File: src/link_pkg.sv
// Constants, register map and word layout of the host serial link
package link_pkg;
   localparam int WORD_W = 16;
   localparam int ADDR_W = 5;
   localparam int RW_BIT = 15;
   localparam logic [4:0] RATE_SYNC_SELECT_ADDR        = 5'h00;
   localparam logic [4:0] BYPASS_POWERDOWN_CONFIG_ADDR = 5'h01;
   localparam logic [4:0] RECEIVE_BIT_BAUD_SELECT_ADDR = 5'h02;
   localparam logic [4:0] TRANSMIT_BIT_BAUD_SELECT_ADDR = 5'h03;
   localparam logic [4:0] RECEIVE_PHASE_SHIFT_ADDR     = 5'h04;
   localparam logic [4:0] TRANSMIT_PHASE_SHIFT_ADDR    = 5'h05;
   localparam logic [4:0] CONVERTER_OUT_SAMPLE_ADDR    = 5'h06;
   localparam logic [4:0] RESAMPLER_IN_SAMPLE_ADDR     = 5'h07;
   localparam logic [4:0] ADC_RESULT_SAMPLE_ADDR       = 5'h08;
   localparam logic [4:0] RESAMPLER_OUT_SAMPLE_ADDR    = 5'h09;
   localparam int NUM_CTRL = 6;
   localparam logic [15:0] CTRL_RESET = 16'h0000;
   localparam logic [15:0] SAMPLE_RESET = 16'h0000;
   // Host link clock divider: half period in clk cycles
   localparam int LINK_HALF_DIV = 4;
endpackage : link_pkg

File: src/link_if.sv
// Wires of the host serial link between host and device
`timescale 1ns/10ps
interface link_if;
   logic bit_clock;
   logic serial_in_line;
   logic serial_in_frame_sync;
   logic serial_out_line;
   logic serial_out_frame_sync;
   modport device (
      input  bit_clock,
      input  serial_in_line,
      input  serial_in_frame_sync,
      output serial_out_line,
      output serial_out_frame_sync
   );
   modport host (
      output bit_clock,
      output serial_in_line,
      output serial_in_frame_sync,
      input  serial_out_line,
      input  serial_out_frame_sync
   );
endinterface : link_if

File: src/afe_device.sv
// Device end: register file behind the host serial link
`timescale 1ns/10ps
module afe_device
   import link_pkg::*;
(
   // Clock and reset
   input  wire logic              clk,
   input  wire logic              rst,
   // Link
   link_if.device                 link,
   // Datapath side
   input  wire logic [WORD_W-1:0] adc_result_sample,
   input  wire logic              adc_result_load,
   input  wire logic [WORD_W-1:0] resampler_out_sample,
   input  wire logic              resampler_out_load,
   output logic [WORD_W-1:0]      converter_out_sample,
   output logic [WORD_W-1:0]      resampler_in_sample,
   input  wire logic              converter_consume,
   input  wire logic              resampler_consume,
   output logic [WORD_W-1:0]      converter_feed,
   output logic [WORD_W-1:0]      resampler_feed,
   output logic [WORD_W-1:0]      ctrl_out [NUM_CTRL]
);
   typedef enum {TX_IDLE, TX_ADDR, TX_WAIT, TX_DATA} tx_state_t;

   logic [2:0] clk_sync_reg;
   logic [1:0] din_sync_reg;
   logic [1:0] fs_sync_reg;
   logic       fall_edge;
   logic       rise_edge;
   logic [WORD_W-1:0] rx_word;
   logic              rx_valid;
   logic              tx_busy;
   logic              tx_start;
   logic [WORD_W-1:0] tx_word;
   logic              have_addr_reg;
   logic [WORD_W-1:0] addr_word_reg;
   logic [ADDR_W-1:0] req_addr_reg;
   logic              read_pend_reg;
   logic              adc_pend_reg;
   logic              res_pend_reg;
   tx_state_t         tx_state_reg;
   logic [ADDR_W-1:0] src_addr_reg;
   logic [WORD_W-1:0] adc_result_reg;
   logic [WORD_W-1:0] resampler_out_reg;
   logic [WORD_W-1:0] ctrl_reg [NUM_CTRL];

   // ---------------------------------------------
   // Pin sampling and link clock edges
   // ---------------------------------------------
   always_ff @(posedge clk) begin
      if (rst) begin
         clk_sync_reg <= '0;
         din_sync_reg <= '0;
         fs_sync_reg  <= '0;
      end else begin
         clk_sync_reg <= {clk_sync_reg[1:0], link.bit_clock};
         din_sync_reg <= {din_sync_reg[0], link.serial_in_line};
         fs_sync_reg  <= {fs_sync_reg[0], link.serial_in_frame_sync};
      end
   end
   assign fall_edge = clk_sync_reg[2] && !clk_sync_reg[1];
   assign rise_edge = !clk_sync_reg[2] && clk_sync_reg[1];

   word_shifter shifter (
      .clk       (clk),
      .rst       (rst),
      .fall_edge (fall_edge),
      .rise_edge (rise_edge),
      .rx_line   (din_sync_reg[1]),
      .rx_sync   (fs_sync_reg[1]),
      .rx_word   (rx_word),
      .rx_valid  (rx_valid),
      .tx_word   (tx_word),
      .tx_start  (tx_start),
      .tx_busy   (tx_busy),
      .tx_line   (link.serial_out_line),
      .tx_sync   (link.serial_out_frame_sync)
   );

   // ---------------------------------------------
   // Inbound pairing and register writes
   // ---------------------------------------------
   always_ff @(posedge clk) begin
      if (rst) begin
         have_addr_reg <= 1'b0;
         addr_word_reg <= '0;
      end else if (rx_valid) begin
         have_addr_reg <= !have_addr_reg;
         if (!have_addr_reg) addr_word_reg <= rx_word;
      end
   end

   generate
      for (genvar i = 0; i < NUM_CTRL; i++) begin : g_ctrl
         always_ff @(posedge clk) begin
            if (rst) begin
               ctrl_reg[i] <= CTRL_RESET;
            end else if (rx_valid && have_addr_reg
                         && !addr_word_reg[RW_BIT]
                         && addr_word_reg[ADDR_W-1:0] == ADDR_W'(i)) begin
               ctrl_reg[i] <= rx_word;
            end
         end
         assign ctrl_out[i] = ctrl_reg[i];
      end
   endgenerate

   // Held until consumed, so host may write anywhere in the period
   always_ff @(posedge clk) begin
      if (rst) begin
         converter_out_sample <= SAMPLE_RESET;
         resampler_in_sample  <= SAMPLE_RESET;
         converter_feed       <= SAMPLE_RESET;
         resampler_feed       <= SAMPLE_RESET;
      end else begin
         if (rx_valid && have_addr_reg && !addr_word_reg[RW_BIT]) begin
            if (addr_word_reg[ADDR_W-1:0] == CONVERTER_OUT_SAMPLE_ADDR)
               converter_out_sample <= rx_word;
            if (addr_word_reg[ADDR_W-1:0] == RESAMPLER_IN_SAMPLE_ADDR)
               resampler_in_sample <= rx_word;
            // Writes to 0x08..0x1F fall through unused
         end
         if (converter_consume) converter_feed <= converter_out_sample;
         if (resampler_consume) resampler_feed <= resampler_in_sample;
      end
   end

   // ---------------------------------------------
   // Read-only sample registers and send requests
   // ---------------------------------------------
   always_ff @(posedge clk) begin
      if (rst) begin
         adc_result_reg    <= SAMPLE_RESET;
         resampler_out_reg <= SAMPLE_RESET;
         adc_pend_reg      <= 1'b0;
         res_pend_reg      <= 1'b0;
         read_pend_reg     <= 1'b0;
         req_addr_reg      <= '0;
      end else begin
         if (adc_result_load) adc_result_reg <= adc_result_sample;
         if (resampler_out_load)
            resampler_out_reg <= resampler_out_sample;
         // New event wins over the clear of the same cycle
         if (tx_state_reg == TX_IDLE && !read_pend_reg && adc_pend_reg)
            adc_pend_reg <= 1'b0;
         else if (tx_state_reg == TX_IDLE && !read_pend_reg
                  && res_pend_reg && !adc_pend_reg)
            res_pend_reg <= 1'b0;
         if (adc_result_load) adc_pend_reg <= 1'b1;
         if (resampler_out_load) res_pend_reg <= 1'b1;
         if (tx_state_reg == TX_IDLE && read_pend_reg)
            read_pend_reg <= 1'b0;
         // Read served once the dummy word is in
         if (rx_valid && have_addr_reg && addr_word_reg[RW_BIT]) begin
            read_pend_reg <= 1'b1;
            req_addr_reg  <= addr_word_reg[ADDR_W-1:0];
         end
      end
   end

   // ---------------------------------------------
   // Outbound address/data pair sequencer
   // ---------------------------------------------
   always_ff @(posedge clk) begin
      if (rst) begin
         tx_state_reg <= TX_IDLE;
         src_addr_reg <= '0;
      end else begin
         case (tx_state_reg)
            TX_IDLE: begin
               // Pair in progress always completes first
               if (read_pend_reg) begin
                  src_addr_reg <= req_addr_reg;
                  tx_state_reg <= TX_ADDR;
               end else if (adc_pend_reg) begin
                  src_addr_reg <= ADC_RESULT_SAMPLE_ADDR;
                  tx_state_reg <= TX_ADDR;
               end else if (res_pend_reg) begin
                  src_addr_reg <= RESAMPLER_OUT_SAMPLE_ADDR;
                  tx_state_reg <= TX_ADDR;
               end
            end
            TX_ADDR: if (!tx_busy) tx_state_reg <= TX_WAIT;
            TX_WAIT: if (!tx_busy) tx_state_reg <= TX_DATA;
            TX_DATA: tx_state_reg <= TX_IDLE;
            default: tx_state_reg <= TX_IDLE;
         endcase
      end
   end

   always_comb begin
      tx_start = (tx_state_reg == TX_ADDR || tx_state_reg == TX_WAIT)
                 && !tx_busy;
      // Address word: bits 15..5 zero, address low
      tx_word = {11'h000, src_addr_reg};
      if (tx_state_reg == TX_WAIT) begin
         case (src_addr_reg)
            ADC_RESULT_SAMPLE_ADDR:    tx_word = adc_result_reg;
            RESAMPLER_OUT_SAMPLE_ADDR: tx_word = resampler_out_reg;
            default: tx_word = (src_addr_reg < ADDR_W'(NUM_CTRL))
                               ? ctrl_reg[src_addr_reg[2:0]] : 16'h0000;
         endcase
      end
   end
endmodule : afe_device

File: src/word_shifter.sv
// Word shifter: framed 16-bit MSB-first receive and transmit
`timescale 1ns/10ps
module word_shifter
   import link_pkg::*;
(
   // Clock and reset
   input  wire logic              clk,
   input  wire logic              rst,
   // Bit clock edge strobes: synchronised link clock (device) or clock divider (host)
   input  wire logic              fall_edge,
   input  wire logic              rise_edge,
   // Receive side, sampled serial inputs
   input  wire logic              rx_line,
   input  wire logic              rx_sync,
   output logic [WORD_W-1:0]      rx_word,
   output logic                   rx_valid,
   // Transmit side
   input  wire logic [WORD_W-1:0] tx_word,
   input  wire logic              tx_start,
   output logic                   tx_busy,
   output logic                   tx_line,
   output logic                   tx_sync
);
   logic [WORD_W-1:0] rx_shift_reg;
   logic [4:0]        rx_count_reg;
   logic [WORD_W-1:0] tx_shift_reg;
   logic [4:0]        tx_count_reg;
   logic              tx_pend_reg;

   // ---------------------------------------------
   // Receive
   // ---------------------------------------------
   always_ff @(posedge clk) begin
      rx_valid <= 1'b0;
      if (rst) begin
         rx_shift_reg <= '0;
         rx_count_reg <= '0;
         rx_word      <= '0;
      end else if (fall_edge) begin
         if (rx_count_reg != 5'h00) begin
            rx_shift_reg <= {rx_shift_reg[WORD_W-2:0], rx_line};
            rx_count_reg <= rx_count_reg - 5'h01;
            if (rx_count_reg == 5'h01) begin
               rx_word  <= {rx_shift_reg[WORD_W-2:0], rx_line};
               rx_valid <= 1'b1;
            end
         end
         // Sync honoured only when idle or on the LSB cycle
         if (rx_sync && rx_count_reg <= 5'h01) begin
            rx_count_reg <= 5'(WORD_W);
         end
      end
   end

   // ---------------------------------------------
   // Transmit
   // ---------------------------------------------
   assign tx_busy = tx_pend_reg || (tx_count_reg != 5'h00) || tx_sync;

   always_ff @(posedge clk) begin
      if (rst) begin
         tx_shift_reg <= '0;
         tx_count_reg <= '0;
         tx_pend_reg  <= 1'b0;
         tx_line      <= 1'b0;
         tx_sync      <= 1'b0;
      end else begin
         if (tx_start && !tx_busy) begin
            tx_shift_reg <= tx_word;
            tx_pend_reg  <= 1'b1;
         end
         if (rise_edge) begin
            if (tx_pend_reg) begin
               tx_sync     <= 1'b1;
               tx_pend_reg <= 1'b0;
            end else if (tx_sync) begin
               tx_sync      <= 1'b0;
               tx_line      <= tx_shift_reg[WORD_W-1];
               tx_shift_reg <= {tx_shift_reg[WORD_W-2:0], 1'b0};
               tx_count_reg <= 5'(WORD_W - 1);
            end else if (tx_count_reg != 5'h00) begin
               tx_line      <= tx_shift_reg[WORD_W-1];
               tx_shift_reg <= {tx_shift_reg[WORD_W-2:0], 1'b0};
               tx_count_reg <= tx_count_reg - 5'h01;
            end else begin
               tx_line <= 1'b0;
            end
         end
      end
   end
endmodule : word_shifter
File: src/flat_wrapper.sv
// flat-port wrapper written by rule: the top's interface ports become plain ports
module afe_device_flat import link_pkg::*;
  (clk, rst, adc_result_sample, adc_result_load, resampler_out_sample, resampler_out_load, converter_out_sample, resampler_in_sample, converter_consume, resampler_consume, converter_feed, resampler_feed, ctrl_out, link_bit_clock, link_serial_in_line, link_serial_in_frame_sync, link_serial_out_line, link_serial_out_frame_sync);
  link_if link_i ();
  input  wire logic clk;
  input  wire logic rst;
  input  wire logic [WORD_W-1:0] adc_result_sample;
  input  wire logic adc_result_load;
  input  wire logic [WORD_W-1:0] resampler_out_sample;
  input  wire logic resampler_out_load;
  output logic [WORD_W-1:0] converter_out_sample;
  output logic [WORD_W-1:0] resampler_in_sample;
  input  wire logic converter_consume;
  input  wire logic resampler_consume;
  output logic [WORD_W-1:0] converter_feed;
  output logic [WORD_W-1:0] resampler_feed;
  output logic [WORD_W-1:0] ctrl_out[NUM_CTRL];
  input wire logic [$bits(link_i.bit_clock)-1:0] link_bit_clock;
  input wire logic [$bits(link_i.serial_in_line)-1:0] link_serial_in_line;
  input wire logic [$bits(link_i.serial_in_frame_sync)-1:0] link_serial_in_frame_sync;
  output wire logic [$bits(link_i.serial_out_line)-1:0] link_serial_out_line;
  output wire logic [$bits(link_i.serial_out_frame_sync)-1:0] link_serial_out_frame_sync;
  assign link_i.bit_clock = link_bit_clock;
  assign link_i.serial_in_line = link_serial_in_line;
  assign link_i.serial_in_frame_sync = link_serial_in_frame_sync;
  assign link_serial_out_line = link_i.serial_out_line;
  assign link_serial_out_frame_sync = link_i.serial_out_frame_sync;
  afe_device u_core (.clk(clk), .rst(rst), .link(link_i), .adc_result_sample(adc_result_sample), .adc_result_load(adc_result_load), .resampler_out_sample(resampler_out_sample), .resampler_out_load(resampler_out_load), .converter_out_sample(converter_out_sample), .resampler_in_sample(resampler_in_sample), .converter_consume(converter_consume), .resampler_consume(resampler_consume), .converter_feed(converter_feed), .resampler_feed(resampler_feed), .ctrl_out(ctrl_out));
endmodule
File: config.mk
export PLATFORM = sky130hd
export DESIGN_NAME = afe_device_flat
export DESIGN_NICKNAME = d
export VERILOG_FILES = /design/src/link_pkg.sv /design/src/link_if.sv /design/src/afe_device.sv /design/src/word_shifter.sv /design/src/flat_wrapper.sv
export SDC_FILE = /design/constraint.sdc
export NUM_CORES = 1
export LEC_CHECK = 0
export BUFFER_PORTS_ARGS = -buffer_cell sky130_fd_sc_hd__buf_2
export CAP_MARGIN = 20
export CELL_PAD_IN_SITES_DETAIL_PLACEMENT = 1
export CELL_PAD_IN_SITES_GLOBAL_PLACEMENT = 1
export CORE_MARGIN = 5
export CORE_UTILIZATION = 30
export DETAILED_ROUTE_END_ITERATION = 16
export GPL_TIMING_DRIVEN = 0
export MAX_ROUTING_LAYER = met4
export PLACE_DENSITY = 0.59
export RECOVER_POWER = 100
export SKIP_CTS_REPAIR_TIMING = 1
export SKIP_LAST_GASP = 1
export SYNTH_ARGS = -nofsm -noshare
export SYNTH_HDL_FRONTEND = slang
export SYNTH_SLANG_ARGS = --single-unit
File: constraint.sdc
create_clock -name clk -period 3.85 [get_ports clk]
set_input_delay 0.5775 -clock clk [delete_from_list [all_inputs] [get_ports clk]]
set_output_delay 0.5775 -clock clk [all_outputs]
set_load 0.01 [all_outputs]
==> results.md <==
- Status: finished with violations
- Failing checks: max-capacitance violations, max-slew violations
- Unrepaired setup endpoints after global routing: false
- Worst Setup SP: u_core.clk_sync_reg[1]
- Post-synth EDFFs: 96
- DRT Pass-1 Iters: 4
- # diodes: 0
- Final Cycle Share: 0.764
- WHS Path Cells: 2
- I/O Pins: 203
- DRT antenna net count: 0
- Area Overhead vs Synth: 20.6%
- Fin Setup TNS: 0 ns
- Min-Delay Startpoint: link_serial_in_line
- Core outline area: 38,700 µm²
- VDD IR max: 0.000243 V
- Most frequent cells in the layout: 241 x clkbuf_1, 189 x dfxtp_1, 187 x mux2i_1
- Fmax: 340 MHz
- Pwr dens: 512 nW/µm²
- Startpoint Class: register
- FFs w/ async S/R, synth: 0
- Clock share of power: 0.422
- Slowest cell on crit path: a21oi_1
- Part of the power in registers: 0.452
- Required time of the critical path: 4.21 ns
- Largest net degree at the start of global routing: 17
- Max-cap viol count: 1
- Post-Syn Area: 11,800 µm²
- WP depth: 5
- Detailed Place HPWL: 28.4 mm
- Vias in the first global route: 9,193
- Largest family of logic cells by synthesized area: multiplexers
- Slew @ Worst Pin: 1.63 ns
- CTS max path bufs: 3
- Drt wl/cell: 20.3 µm
- First-pass GRT wire length: 57.5 mm
- DP Cell Count: 1,781
- Area contributors post-synth: dfxtp_1 32%, edfxtp_1 24%, mux2i_1 16%
- Non-filler cells, final: 1,845
- Design area: 14,200 µm²
- Yosys warning total: 0
- Worst reg2reg setup slack: 0.91 ns
- Hold violation count in the final report: 0
- Buf/Inv on CP: 1
- DIE WIDTH: 208 µm
- End of the worst register-to-register path: u_core.shifter.tx_shift_reg[9]
- H-tree levels: 2
- Final setup viols: 0
- Overall routing resource usage: 0.174
- Synth Register Bits: 285
- Iteration-0 DRC Markers: 363
- Reg2reg start: u_core.clk_sync_reg[1]
- Die height: 208 µm
- Port Buf Inserts: 197
- # rows: 72
- Critical path's largest stage delay: 0.90 ns
- CP top delay family: compound AO/OA/AOI/OAI gates
- Routability Congestion: 0.838
- Fraction of layout cells with a size suffix above 1: 0.0806
- Syn_nets: 1,110
- Vias per inst: 4.73
- Synth Area in Simple Gates: 0.161
- WP data arrival: 3.30 ns
- Final wirelength: 37.4 mm
- Post-Syn Area per Cell: 11.1 µm²
- Register area share after synthesis: 0.566
- Worst setup endpoint: u_core.shifter.tx_shift_reg[9]
- CTS tree: built
- Max_slew headroom: -0.0942
- Grt total ovfl: 0
- Sink Count: 285
- Clock-pin transition on the worst setup and hold timing paths: 0.05 ns
- CP Capture Type: register
- CP Cell Sequence: or3b_1 -> a21oi_1 -> clkbuf_1 -> mux2i_1 -> o22ai_1
- Sw Share: 0.263
- Root buffer cell: clkbuf_16
- # fillers: 4,479
- Antenna violations before repair: 1
- Leakage: 5.37 nW
- Commonest non-fill, non-tap cell in the layout: clkbuf_1
- Syn Inst Count: 1,062
- Area leader, netlist: dfxtp_1
- Cell Area, Placed: 13,500 µm²
- P_sw: 1.92 mW
- Worst reg2reg path depth: 5
- Clock Latency Late Sink: 0.52 ns
- Top FF cell, synth: dfxtp_1
- Max reg flops: 96
- DRC: 0
- HP Class: in -> reg
- XOR/XNOR Fraction of Synth Area: 0.00149
- Clock buffers created by TritonCTS: 35
- Crit Path Max Fanout: 10
- Synth top area share: 0.321
- Compound-Gate Fraction of Synth Area: 0.0634
- Internal Pwr Total: 5.36 mW
- Initial core utilization: 0.304
- NumNets Final: 1,349
- Part of the power in combinational logic: 0.126
- Max-slew violation count: 8
- Netlist cell types: 63
- Synth Area in Adders: 0.00743
- Post-Route Skew: 0.0167 ns
- Vias post-DR: 8,723
- Critical path class: reg -> reg
- Die area: 43,300 µm²
- Min Tclk post-route: 2.94 ns
- Mux share of post-synthesis cell area: 0.168
## cells by family after synthesis
kind of cell    count (synthesis)
fa+ha+maj                       7
flops                         285
simple gates                  380
mux                           192
buf+inv                        83
compound gates                113
xor+xnor                        2
## power by group through the flow
stage	combinational (mW)	sequential, mW	clock [mW]
5_1_grt	1.00	3.30	3.30
3_5_place_dp	0.944	3.35	0
6_report	0.918	3.29	3.07
4_1_cts	0.948	3.29	3.17
3_3_place_gp	0.925	3.35	0
2_1_floorplan	0.616	3.34	0
## cell usage after synthesis (all sizes together) (2+ instances only)
cell type	count
a31oi	11
buf	23
a32oi	3
nand4b	4
nor3	14
or4b	2
nor2	157
o21ai	12
o31ai	4
and2	97
mux4	5
a22oi	11
nand3	9
inv	10
a21oi	33
clkbuf	50
dfxtp	189
o22ai	14
nand4	2
nor3b	5
nor4	2
nand3b	3
a2111oi	5
or2	2
edfxtp	96
or3b	5
mux2i	187
a211o	2
and3	3
o211ai	6
nor2b	11
a211oi	4
nand2	55
nand2b	6
ha	7
## per-stage QoR
stage | hold slack, ns | utilization | power, mW | worst slack (ns)
2_1_floorplan | 0.414 | - | 3.96 | 1.11
3_3_place_gp | 0.417 | 0.346 | 4.27 | 0.0532
3_5_place_dp | 0.429 | 0.349 | 4.29 | 1.03
4_1_cts | 0.292 | 0.376 | 7.40 | 1.03
5_1_grt | 0.309 | 0.367 | 7.60 | 0.726
6_report | 0.312 | 0.367 | 7.28 | 0.907
## worst min-delay path by stage
stage,to,slack (ns)
after floorplan,u_core.clk_sync_reg[1],0.41
after global placement,u_core.clk_sync_reg[1],0.42
after detailed placement,u_core.din_sync_reg[1],0.43
after CTS,u_core.resampler_out_reg[5],0.29
after global routing,u_core.resampler_out_reg[0],0.31
final,u_core.din_sync_reg[0],0.31
## final cells by class
cell class	instances	area (µm²)	area share
Buffer	73	299	0.0210
Clock buffer	51	956	0.0673
Sequential cell	285	6670	0.469
Inverter	10	37.5	0.00264
Multi-Input combinational cell	694	4700	0.331
Timing Repair Buffer	202	802	0.0564
Clock inverter	12	97.6	0.00687
Tap cell	518	648	0.0456
## per-layer routing
metal	wire length, µm	GRT usage	share of wire
met3	1710	0.0300	0.046
met5	0	-	0
met2	17500	0.281	0.47
met4	766	0.0428	0.020
met1	17400	0.229	0.47
(Power assumes the default switching activity.)
